$ cat src/move_exec_cfg.svh
// constants for the move group executor
`ifndef MOVE_EXEC_CFG_SVH
`define MOVE_EXEC_CFG_SVH

// ------------------------------------------------------------
// operation word patterns
// ------------------------------------------------------------
`define OPC_QUICK      4'h7
`define OPC_ZERO       4'h0
`define OPC_SPACE      8'h0E
`define OPC_MULTI      5'h09
`define MULTI_MID      3'h1
`define PER_MODE       3'h1

// ------------------------------------------------------------
// effective address modes
// ------------------------------------------------------------
`define EA_IND         3'h2
`define EA_POST        3'h3
`define EA_PRE         3'h4
`define EA_DISP        3'h5
`define EA_IDX         3'h6
`define EA_EXT         3'h7
`define EAX_ABSW       3'h0
`define EAX_ABSL       3'h1
`define EAX_PCD        3'h2
`define EAX_PCX        3'h3

// ------------------------------------------------------------
// sizes, lengths, exceptions
// ------------------------------------------------------------
`define SZ_BYTE        2'h0
`define SZ_WORD        2'h1
`define SZ_LONG        2'h2
`define SZ_BAD         2'h3
`define LEN_BYTE       32'h1
`define LEN_WORD       32'h2
`define LEN_LONG       32'h4
`define PER_STEP       32'h2
`define PER_CNT_WORD   3'h2
`define PER_CNT_LONG   3'h4
`define PER_TOP_WORD   2'h1
`define PER_TOP_LONG   2'h3
`define SPACE_CNT      3'h1
`define EXC_NONE       2'h0
`define EXC_ILLEGAL    2'h1
`define EXC_PRIV       2'h2

// ------------------------------------------------------------
// register port map and fields
// ------------------------------------------------------------
`define REG_CTRL       5'h10
`define REG_SFC        5'h11
`define REG_DFC        5'h12
`define REG_STAT       5'h13
`define CTRL_SUPER     13
`define CCR_MSB        4
`define STAT_BUSY      0
`define STAT_EXC_LSB   1
`define SUPER_RESET    1'b1
`define SPACE_RESET    3'h0

`endif

$ cat src/move_exec_pkg.sv
// types shared by the move group executor
package move_exec_pkg;

   typedef enum logic [1:0]
   {
      ST_IDLE = 2'h0,
      ST_BUS  = 2'h1,
      ST_DONE = 2'h3,
      ST_TRAP = 2'h2
   } exec_state_type;

   typedef enum logic [1:0]
   {
      K_MULTI  = 2'h0,
      K_PERIPH = 2'h1,
      K_SPACE  = 2'h2
   } op_kind_type;

   typedef struct packed
   {
      logic [15:0] op;
      logic [15:0] ext;
      logic [31:0] ea;
   } instr_type;

   typedef struct packed
   {
      logic        req;
      logic        write;
      logic [1:0]  size;
      logic        lowLane;
      logic [2:0]  space;
      logic [31:0] addr;
      logic [31:0] wdata;
   } mem_req_type;

   typedef struct packed
   {
      logic x;
      logic n;
      logic z;
      logic v;
      logic c;
   } ccr_type;

   typedef struct packed
   {
      op_kind_type kind;
      logic        write;
      logic [1:0]  size;
      logic [31:0] len;
      logic        pre;
      logic        wb;
      logic [3:0]  wbReg;
      logic [31:0] addr;
      logic [15:0] mask;
      logic [2:0]  cnt;
      logic [1:0]  byteIdx;
      logic [3:0]  curReg;
      logic        areg;
      logic        extra;
   } exec_ctx_type;

endpackage

$ cat src/first_set_finder.sv
// lowest set bit finder for register masks
`timescale 1ns/10ps

module first_set_finder
#(
   parameter int WIDTH = 16,
   parameter int IDX_W = 4
)
(
   // mask in
   input  wire logic [WIDTH-1:0] vec,
   // result
   output logic                  found,
   output logic [IDX_W-1:0]      index
);

   always_comb
   begin
      found = 1'b0;
      index = '0;
      // downward walk so the lowest set bit is the last to land
      for (int i = WIDTH - 1; i >= 0; i--)
      begin
         if (vec[i])
         begin
            found = 1'b1;
            index = IDX_W'(i);
         end
      end
   end

endmodule

$ cat src/move_group_exec.sv
// executor for the multi-register, peripheral, quick and alternate-space moves
`timescale 1ns/10ps
`include "move_exec_cfg.svh"

// Notes on behaviour
// - multi move load accepts control modes and postincrement only.
// - normal mask order: bit 0 is D0 first, bit 15 is A7 last.
// - predecrement mask reversed: bit 0 is A7, bit 15 is D0.
// - multi move load ends with one extra read just above the last image.
// - peripheral move steps the address by two per byte.
// - peripheral move sends the most significant byte first, least last.
// - peripheral address is address register plus signed 16-bit displacement.
// - even start uses upper data byte lane, odd start the lower lane.
// - peripheral opmode 100/101 load word/long, 110/111 store word/long.
// - quick load sign-extends the 8-bit immediate into a whole data register.
// - quick load sets N and Z, clears V and C, keeps X.
// - alternate-space move traps on privilege when in user state.
// - alternate-space stores use destination code, loads use source code.
// - space load: data register keeps upper bits, address register sign-extends.
// - space size field 00 byte, 01 word, 10 long.
// - space move accepts only memory alterable addressing modes.
// - space extension: type bit picks data/address, direction bit picks store.
// - control-mode multi moves start at the address and step by length.
// - multi move direction bit 0 stores registers, 1 loads them.
module move_group_exec
#(
   parameter logic [2:0] USER_SPACE  = 3'h1,
   parameter logic [2:0] SUPER_SPACE = 3'h5
)
(
   // clock and reset
   input  wire logic                     clk,
   input  wire logic                     nrst,
   // instruction hand-off
   input  wire logic                     instrValid,
   input  wire move_exec_pkg::instr_type instrIn,
   output logic                          instrReady,
   output logic                          doneOut,
   output logic [1:0]                    excOut,
   // register port
   input  wire logic [4:0]               regAddr,
   input  wire logic [31:0]              regWdata,
   input  wire logic                     regWr,
   input  wire logic                     regRd,
   output logic [31:0]                   regRdata,
   // memory bus
   output move_exec_pkg::mem_req_type    memOut,
   input  wire logic                     memAck,
   input  wire logic [31:0]              memRdata
);
   import move_exec_pkg::*;

   // ------------------------------------------------------------
   // state
   // ------------------------------------------------------------
   logic [31:0]    gpr_q [0:15];
   exec_state_type state_q;
   exec_state_type state_d;
   exec_ctx_type   ctx_q;
   exec_ctx_type   ctx_d;
   mem_req_type    mem_q;
   mem_req_type    mem_d;
   ccr_type        ccr_q;
   logic           super_q;
   logic [2:0]     sfc_q;
   logic [2:0]     dfc_q;
   logic [1:0]     excCode_q;
   logic [1:0]     lastExc_q;
   logic           instrReady_q;
   logic           doneOut_q;
   logic [1:0]     excOut_q;
   logic [31:0]    regRdata_q;

   // ------------------------------------------------------------
   // instruction decode
   // ------------------------------------------------------------
   wire [15:0] op         = instrIn.op;
   wire [15:0] ext        = instrIn.ext;
   wire [2:0]  mode       = op[5:3];
   wire [2:0]  rn         = op[2:0];
   wire [31:0] anVal      = gpr_q[{1'b1, rn}];
   wire        isQuick    = op[15:12] == `OPC_QUICK && !op[8];
   wire        isPeriph   = op[15:12] == `OPC_ZERO && op[8] && mode == `PER_MODE;
   wire        isSpace    = op[15:8] == `OPC_SPACE;
   wire        isMulti    = op[15:11] == `OPC_MULTI && op[9:7] == `MULTI_MID;
   wire        absOk      = mode == `EA_EXT && (rn == `EAX_ABSW || rn == `EAX_ABSL);
   wire        pcOk       = mode == `EA_EXT && (rn == `EAX_PCD || rn == `EAX_PCX);
   wire        ctrlAlt    = mode == `EA_IND || mode == `EA_DISP || mode == `EA_IDX || absOk;
   wire        multiLoad  = op[10];
   wire        multiOk    = multiLoad ? (ctrlAlt || pcOk || mode == `EA_POST)
                                      : (ctrlAlt || mode == `EA_PRE);
   wire        spaceOk    = op[7:6] != `SZ_BAD
                            && (ctrlAlt || mode == `EA_POST || mode == `EA_PRE);
   wire        knownOp    = isQuick || isPeriph || isSpace || isMulti;
   wire        badMode    = (isSpace && !spaceOk) || (isMulti && !multiOk) || !knownOp;
   // privilege is checked before the mode, so a user-state probe never leaks legality
   wire [1:0]  decodeExc  = (isSpace && !super_q) ? `EXC_PRIV
                          : (badMode ? `EXC_ILLEGAL : `EXC_NONE);
   wire        accept     = state_q == ST_IDLE && instrValid && instrReady_q;
   wire        quickWe    = accept && isQuick && decodeExc == `EXC_NONE;
   wire [31:0] quickVal   = {{24{op[7]}}, op[7:0]};
   // displacement, indexed and absolute forms arrive already resolved on instrIn.ea
   wire [31:0] baseAddr   = (mode >= `EA_DISP) ? instrIn.ea : anVal;
   wire [31:0] periphAddr = anVal + {{16{ext[15]}}, ext};
   wire [31:0] spaceLen   = op[7:6] == `SZ_BYTE ? `LEN_BYTE
                          : (op[7:6] == `SZ_WORD ? `LEN_WORD : `LEN_LONG);
   wire        stepMode   = mode == `EA_POST || mode == `EA_PRE;

   // ------------------------------------------------------------
   // transfer sequencing
   // ------------------------------------------------------------
   logic       maskAny;
   logic [3:0] maskIdx;

   first_set_finder #(.WIDTH(16), .IDX_W(4)) u_finder
   (
      .vec   (ctx_q.mask),
      .found (maskAny),
      .index (maskIdx)
   );

   wire [3:0]  multiReg   = ctx_q.pre ? ~maskIdx : maskIdx;
   wire        idleBus    = state_q == ST_BUS && !mem_q.req;
   wire        ackNow     = mem_q.req && memAck;
   wire        issueXfer  = ctx_q.kind == K_MULTI ? maskAny : ctx_q.cnt != 3'h0;
   wire        issueExtra = ctx_q.kind == K_MULTI && !maskAny
                            && !ctx_q.write && !ctx_q.extra;
   wire        finish     = idleBus && !issueXfer && !issueExtra;
   wire [3:0]  xferReg    = ctx_q.kind == K_MULTI ? multiReg : ctx_q.curReg;
   wire [31:0] xferVal    = gpr_q[xferReg];
   wire [31:0] busAddr    = ctx_q.pre ? ctx_q.addr - ctx_q.len : ctx_q.addr;
   wire [7:0]  perByte    = xferVal[{ctx_q.byteIdx, 3'h0} +: 8];
   wire [31:0] perWdata   = ctx_q.addr[0] ? {24'h0, perByte}
                                          : {16'h0, perByte, 8'h0};
   wire [2:0]  plainSpace = super_q ? SUPER_SPACE : USER_SPACE;
   wire [2:0]  xferSpace  = ctx_q.kind != K_SPACE ? plainSpace
                          : (ctx_q.write ? dfc_q : sfc_q);
   wire        readWe     = ackNow && !mem_q.write && !ctx_q.extra;

   // ------------------------------------------------------------
   // read data merge
   // ------------------------------------------------------------
   logic [31:0] rdVal;

   always_comb
   begin
      rdVal = gpr_q[ctx_q.curReg];
      unique case (ctx_q.kind)
         K_MULTI:
            rdVal = ctx_q.size == `SZ_LONG ? memRdata : {{16{memRdata[15]}}, memRdata[15:0]};
         K_PERIPH:
            rdVal[{ctx_q.byteIdx, 3'h0} +: 8] = ctx_q.addr[0] ? memRdata[7:0]
                                                               : memRdata[15:8];
         default:
         begin
            if (ctx_q.areg)
            begin
               unique case (ctx_q.size)
                  `SZ_BYTE: rdVal = {{24{memRdata[7]}}, memRdata[7:0]};
                  `SZ_WORD: rdVal = {{16{memRdata[15]}}, memRdata[15:0]};
                  default:  rdVal = memRdata;
               endcase
            end
            else
            begin
               unique case (ctx_q.size)
                  `SZ_BYTE: rdVal[7:0] = memRdata[7:0];
                  `SZ_WORD: rdVal[15:0] = memRdata[15:0];
                  default:  rdVal = memRdata;
               endcase
            end
         end
      endcase
   end

   // ------------------------------------------------------------
   // context and bus next values
   // ------------------------------------------------------------
   always_comb
   begin
      ctx_d = ctx_q;
      mem_d = mem_q;
      if (accept)
      begin
         ctx_d.extra  = 1'b0;
         ctx_d.wbReg  = {1'b1, rn};
         ctx_d.pre    = mode == `EA_PRE;
         ctx_d.wb     = stepMode;
         ctx_d.addr   = baseAddr;
         ctx_d.mask   = 16'h0000;
         ctx_d.areg   = 1'b0;
         if (isPeriph)
         begin
            ctx_d.kind    = K_PERIPH;
            ctx_d.write   = op[7];
            ctx_d.size    = `SZ_BYTE;
            ctx_d.len     = `PER_STEP;
            ctx_d.pre     = 1'b0;
            ctx_d.wb      = 1'b0;
            ctx_d.addr    = periphAddr;
            ctx_d.cnt     = op[6] ? `PER_CNT_LONG : `PER_CNT_WORD;
            ctx_d.byteIdx = op[6] ? `PER_TOP_LONG : `PER_TOP_WORD;
            ctx_d.curReg  = {1'b0, op[11:9]};
         end
         else if (isSpace)
         begin
            ctx_d.kind    = K_SPACE;
            ctx_d.write   = ext[11];
            ctx_d.size    = op[7:6];
            ctx_d.len     = spaceLen;
            ctx_d.cnt     = `SPACE_CNT;
            ctx_d.curReg  = {ext[15], ext[14:12]};
            ctx_d.areg    = ext[15];
         end
         else
         begin
            ctx_d.kind    = K_MULTI;
            ctx_d.write   = !multiLoad;
            ctx_d.size    = op[6] ? `SZ_LONG : `SZ_WORD;
            ctx_d.len     = op[6] ? `LEN_LONG : `LEN_WORD;
            ctx_d.mask    = ext;
            ctx_d.cnt     = 3'h0;
         end
      end
      if (ackNow)
      begin
         mem_d.req = 1'b0;
         if (!ctx_q.extra)
         begin
            ctx_d.addr    = ctx_q.pre ? ctx_q.addr - ctx_q.len
                                      : ctx_q.addr + ctx_q.len;
            ctx_d.cnt     = ctx_q.cnt == 3'h0 ? 3'h0 : ctx_q.cnt - 3'h1;
            ctx_d.byteIdx = ctx_q.byteIdx - 2'h1;
         end
      end
      else if (idleBus && (issueXfer || issueExtra))
      begin
         mem_d.req     = 1'b1;
         mem_d.write   = ctx_q.write && !issueExtra;
         mem_d.size    = ctx_q.size;
         mem_d.lowLane = ctx_q.addr[0];
         mem_d.space   = xferSpace;
         mem_d.addr    = busAddr;
         mem_d.wdata   = ctx_q.kind == K_PERIPH ? perWdata : xferVal;
         if (issueExtra)
            ctx_d.extra = 1'b1;
         if (ctx_q.kind == K_MULTI && maskAny)
         begin
            ctx_d.mask[maskIdx] = 1'b0;
            ctx_d.curReg        = multiReg;
         end
      end
   end

   // ------------------------------------------------------------
   // state machine
   // ------------------------------------------------------------
   always_comb
   begin
      state_d = state_q;
      unique case (state_q)
         ST_IDLE:
            if (accept)
               state_d = decodeExc != `EXC_NONE ? ST_TRAP : (isQuick ? ST_DONE : ST_BUS);
         ST_BUS:
            if (finish)
               state_d = ST_DONE;
         ST_DONE:
            state_d = ST_IDLE;
         ST_TRAP:
            state_d = ST_IDLE;
      endcase
   end

   always_ff @(posedge clk or negedge nrst)
   begin
      if (!nrst)
      begin
         state_q <= ST_IDLE;
         ctx_q   <= '0;
         mem_q   <= '0;
      end
      else
      begin
         state_q <= state_d;
         ctx_q   <= ctx_d;
         mem_q   <= mem_d;
      end
   end

   // ------------------------------------------------------------
   // register file
   // ------------------------------------------------------------
   // hardware writes beat a same-cycle software write to the same file
   wire        gprWe    = quickWe || readWe || (finish && ctx_q.wb);
   wire [3:0]  gprWaddr = quickWe ? {1'b0, op[11:9]} : (readWe ? ctx_q.curReg : ctx_q.wbReg);
   wire [31:0] gprWdata = quickWe ? quickVal : (readWe ? rdVal : ctx_q.addr);
   wire        swGprWe  = regWr && !regAddr[4];

   always_ff @(posedge clk)
   begin
      if (gprWe)
         gpr_q[gprWaddr] <= gprWdata;
      else if (swGprWe)
         gpr_q[regAddr[3:0]] <= regWdata;
   end

   wire swCtrl = regWr && regAddr == `REG_CTRL;

   always_ff @(posedge clk or negedge nrst)
   begin
      if (!nrst)
      begin
         ccr_q   <= '0;
         super_q <= `SUPER_RESET;
         sfc_q   <= `SPACE_RESET;
         dfc_q   <= `SPACE_RESET;
      end
      else
      begin
         if (quickWe)
            ccr_q <= '{x: ccr_q.x, n: quickVal[31], z: quickVal == 32'h0,
                       v: 1'b0, c: 1'b0};
         else if (swCtrl)
            ccr_q <= regWdata[`CCR_MSB:0];
         if (swCtrl)
            super_q <= regWdata[`CTRL_SUPER];
         if (regWr && regAddr == `REG_SFC)
            sfc_q <= regWdata[2:0];
         if (regWr && regAddr == `REG_DFC)
            dfc_q <= regWdata[2:0];
      end
   end

   // ------------------------------------------------------------
   // register port read and outputs
   // ------------------------------------------------------------
   logic [31:0] ctrlWord;
   logic [31:0] statWord;
   logic [31:0] rdSel;

   always_comb
   begin
      ctrlWord                = '0;
      ctrlWord[`CTRL_SUPER]   = super_q;
      ctrlWord[`CCR_MSB:0]    = ccr_q;
      statWord                = '0;
      statWord[`STAT_BUSY]    = state_q != ST_IDLE;
      statWord[`STAT_EXC_LSB +: 2] = lastExc_q;
      unique case (regAddr)
         `REG_CTRL: rdSel = ctrlWord;
         `REG_SFC:  rdSel = {29'h0, sfc_q};
         `REG_DFC:  rdSel = {29'h0, dfc_q};
         `REG_STAT: rdSel = statWord;
         default:   rdSel = regAddr[4] ? 32'h0 : gpr_q[regAddr[3:0]];
      endcase
   end

   always_ff @(posedge clk or negedge nrst)
   begin
      if (!nrst)
      begin
         excCode_q    <= `EXC_NONE;
         lastExc_q    <= `EXC_NONE;
         instrReady_q <= 1'b0;
         doneOut_q    <= 1'b0;
         excOut_q     <= `EXC_NONE;
         regRdata_q   <= 32'h0;
      end
      else
      begin
         if (accept)
            excCode_q <= decodeExc;
         if (state_q == ST_TRAP)
            lastExc_q <= excCode_q;
         instrReady_q <= state_d == ST_IDLE;
         doneOut_q    <= state_q == ST_DONE;
         excOut_q     <= state_q == ST_TRAP ? excCode_q : `EXC_NONE;
         regRdata_q   <= regRd ? rdSel : 32'h0;
      end
   end

   assign instrReady = instrReady_q;
   assign doneOut    = doneOut_q;
   assign excOut     = excOut_q;
   assign regRdata   = regRdata_q;
   assign memOut     = mem_q;

endmodule

$ cat config.mk
export PLATFORM = sky130hd
export DESIGN_NAME = move_group_exec
export DESIGN_NICKNAME = d
export VERILOG_FILES = /design/src/move_exec_pkg.sv /design/src/first_set_finder.sv /design/src/move_group_exec.sv
export VERILOG_INCLUDE_DIRS = /design/src /design/src/src
export SDC_FILE = /design/constraint.sdc
export NUM_CORES = 2
export LEC_CHECK = 0
export ABC_CLOCK_PERIOD_IN_PS = 4900
export BUFFER_PORTS_ARGS = -buffer_cell sky130_fd_sc_hd__buf_2
export CAP_MARGIN = 20
export CELL_PAD_IN_SITES_DETAIL_PLACEMENT = 0
export CELL_PAD_IN_SITES_GLOBAL_PLACEMENT = 2
export CORE_ASPECT_RATIO = 1.4
export CORE_UTILIZATION = 40
export DETAILED_ROUTE_END_ITERATION = 10
export GPL_ROUTABILITY_DRIVEN = 0
export PLACE_DENSITY = 0.79
export SETUP_SLACK_MARGIN = 0.1
export SYNTH_ARGS = -nofsm -noshare
export SYNTH_HDL_FRONTEND = slang
export SYNTH_SLANG_ARGS = --single-unit
$ cat constraint.sdc
create_clock -name clk -period 4.9 [get_ports clk]
set_input_delay 0.98 -clock clk [delete_from_list [all_inputs] [get_ports clk]]
set_output_delay 0.98 -clock clk [all_outputs]
set_load 0.05 [all_outputs]
==> out/metrics.cfg <==
[run_status]
status=finished, final reports clean

[sta]
setup_violations=0
tns_ns=0
timing.final.ws_setup_ns=0.2017
worstMarginPinSlew_ns=1.070
skew_ns=0.03575
fmax_mhz=212.8
slew_headroom_pct=28.66
whs_ns=0.3179
rsz0062_at_grt=no
fin_crit_sh_pct=95.88
fin_crit_ns=4.698
slew_viol_final=0
finalHoldViolCount=0

[worst_setup_path]
criticalPathCategory=reg -> reg
start_kind=flip-flop
slowest_stage=a211oi_1
crit_path_frequent_cell=nor2_1
cp.required_ns=5.46
crit_path_end_kind=flip-flop
slowest_delay_ns=0.69
path_max_fanout=9
worstPathCellList=or2_1, nor2_1, nand3_1, mux2i_1, nor3b_4, buf_4, a211oi_1, a2111oi_0, a21oi_1, o22ai_1, nor4_2, nor2_1
cp.arrival_ns=5.26

[power]
p_comb_share_pct=57.6
peakVddDrop_uv=669.3
p_int_mw=18.27
total_power_mw=35.09
p_switching_mw=16.82
sw_frac_of_total_pct=47.94
p_per_area_nw_per_um2=664.6
p_leak_nw=19.50
clkPwrFrac_pct=17.4
power_frac_seq_pct=25.0

[clock_tree]
clk_latency_ns=0.69
root_buffer=clkbuf_16
clock_sinks=710
clockBufferDepth=3
cts_max_level=3
path_clk_slew_ns=0.07
numCtsBuffers=77
cts_tree=yes
holdBufCountCts=0

[yosys]
syn_nets=4056
synth_edf_count=512
synth-seq-area-share_pct=44.76
yosysUniqueCellTypes=102
ys_async_sr_fraction_pct=27.89
yosysWarnings=0
postSynthCellCount=3870
ys_ff_latch=710
postSynthAreaPerCell_um2=11.74
netlist_area_um2=45420
synthFlopType=edfxtp_1

[die]
core_area_um2=112100
die_x_um=286.8
die_area_um2=114900
placementRows=145
ios=247
dieHeight_um=400.7
initial_core_util_pct=40.51

[routing]
wl_mm=190.7
drtAntennaViolNets=0
vias_per_cell=6.530
num_vias=37310
drt_pass1_iterations=6
first_iter_violations=4444
wire_per_inst_um=33.37
drc_errors=0

[finish]
drive_above_1_share_pct=28.90
mostFrequentLayoutCell=nand2_1
layout_common_cells=nand2_1, edfxtp_1, mux4_2
final_nets=4363
synthToLayoutAreaGrowth_pct=16.24

[placed_design]
io_buffers=246
dpl_worst_slack_ns=-0.4423
dpl.hpwl_mm=135.9

[global_route]
gr-usage-all-layers_pct=32.95
grt_max_degree=86
grt_pass1_vias=36910
globalRouteOverflowTotal=0
grt_pass1_wl_mm=271.5
grt_antenna_before_repair=9

[job]
cap_violations=0

[hold_path]
hold_path.class=in -> async

through the flow:
stage          area, µm²  utilization (%)  std cells
3_5_place_dp       50180            44.76       5566
3_3_place_gp       50160            44.74       5565
2_1_floorplan      45470                -       3870
5_1_grt            52790            47.08       5711
4_1_cts            52770            47.06       5707
6_report           52800            47.09       5714
per-layer routing:
metal  up-vias  GRT usage [%]  share of wire (%)
met1     18750          40.47                 36
met5         -              0             0.0068
met2      2271          53.36                 47
li1      15750              -                  -
met3       537          6.195                9.1
met4         2          20.52                7.3
final cells by class:
class	instances	area (µm²)
inverter	45	168.9
clock buffer	97	2173
multi-input combinational	2790	23740
timing repair buffer	553	4115
clock inverter	44	407.9
antenna	5	12.51
fill	10080	59320
sequential	710	20340
tap	1470	1839
critical path: cells and delay by family, from the launching register on:
kind                   cells  cell delay (ns)
AND/OR/NAND/NOR            6             1.86
flip-flops                 1             0.44
AO/OA/AOI/OAI              4             1.56
buffers and inverters      1             0.25
multiplexers               1             0.48
power groups by stage:
stage	combinational, mW	clock (mW)	sequential, mW
2_1_floorplan	11.3	0	9.25
3_3_place_gp	19.7	0	8.85
3_5_place_dp	19.7	0	8.86
4_1_cts	19.8	6.18	8.75
5_1_grt	21.0	6.37	8.86
6_report	20.2	6.11	8.78
timing repair:
| item | CTS | global route |
|---|---|---|
| endpoints found under the setup margin | 0 | 2 |
| setup buffers | 0 | 0 |
| gates resized for setup | 0 | 1 |
Yosys cell counts (22+ instances only):
cell      count  area (µm²)
mux2_2       68       765.7
mux2i_1     171        1712
dfrtp_1     197        4930
o22ai_1      35       219.0
o211ai_1     49       367.9
a31oi_1      50       312.8
clkbuf_1    202       758.2
nor3_1       44       220.2
nand2_1     564        2117
a22oi_1      32       240.2
a221o_1      23       230.2
a211oi_1     62       465.5
o31ai_1      22       165.2
or3_1        24       150.1
a21oi_1     245        1226
nor2_1      224       840.8
o21ai_0     168       840.8
mux4_2      387        8716
buf_2        53       265.3
a221oi_1     28       245.2
and3_1       43       269.0
xor2_1       22       192.7
ha_1         44       550.5
edfxtp_1    512       15370
xnor2_1      38       332.8
inv_1        41       153.9
buf_1        43       161.4
nor2b_1      45       281.5
nand3_1      99       495.5
cell families (layout without fill, tap and decap cells):
kind of cell,count (synthesis),count (layout),share of synthesized area [%]
muxes,626,626,24.64
adders and majority gates,47,47,1.344
AOI/OAI and AO/OA,892,892,12.87
xor gates and xnor gates,60,60,1.157
DFF,710,710,44.76
and+or+nand+nor,1165,1165,11.74
other,0,5,0
buffers and inverters,370,739,3.487
registers in the layout, summed over array words and instances, names as in the netlist, 3 cells and up:
signal	flops
gpr_q	512
regRdata	32
dfc_q	3
ctx_q	72
sfc_q	3
memOut	72
ccr_q	5
path summary, 6_finish.rpt:
check	from	end	slack (ns)	cells after the start
worst max register to register	ctx_q[101]	memOut[3]	0.20	12
min in group clk	memOut[35]	memOut[35]	0.47	2
worst min register to register	memOut[35]	memOut[35]	0.47	2
max in group asynchronous	nrst	ctx_q[4]	3.59	2
worst max-delay path	ctx_q[101]	memOut[3]	0.20	12
worst min-delay path	nrst	ctx_q[99]	0.32	1
(Power assumes the default switching activity.)
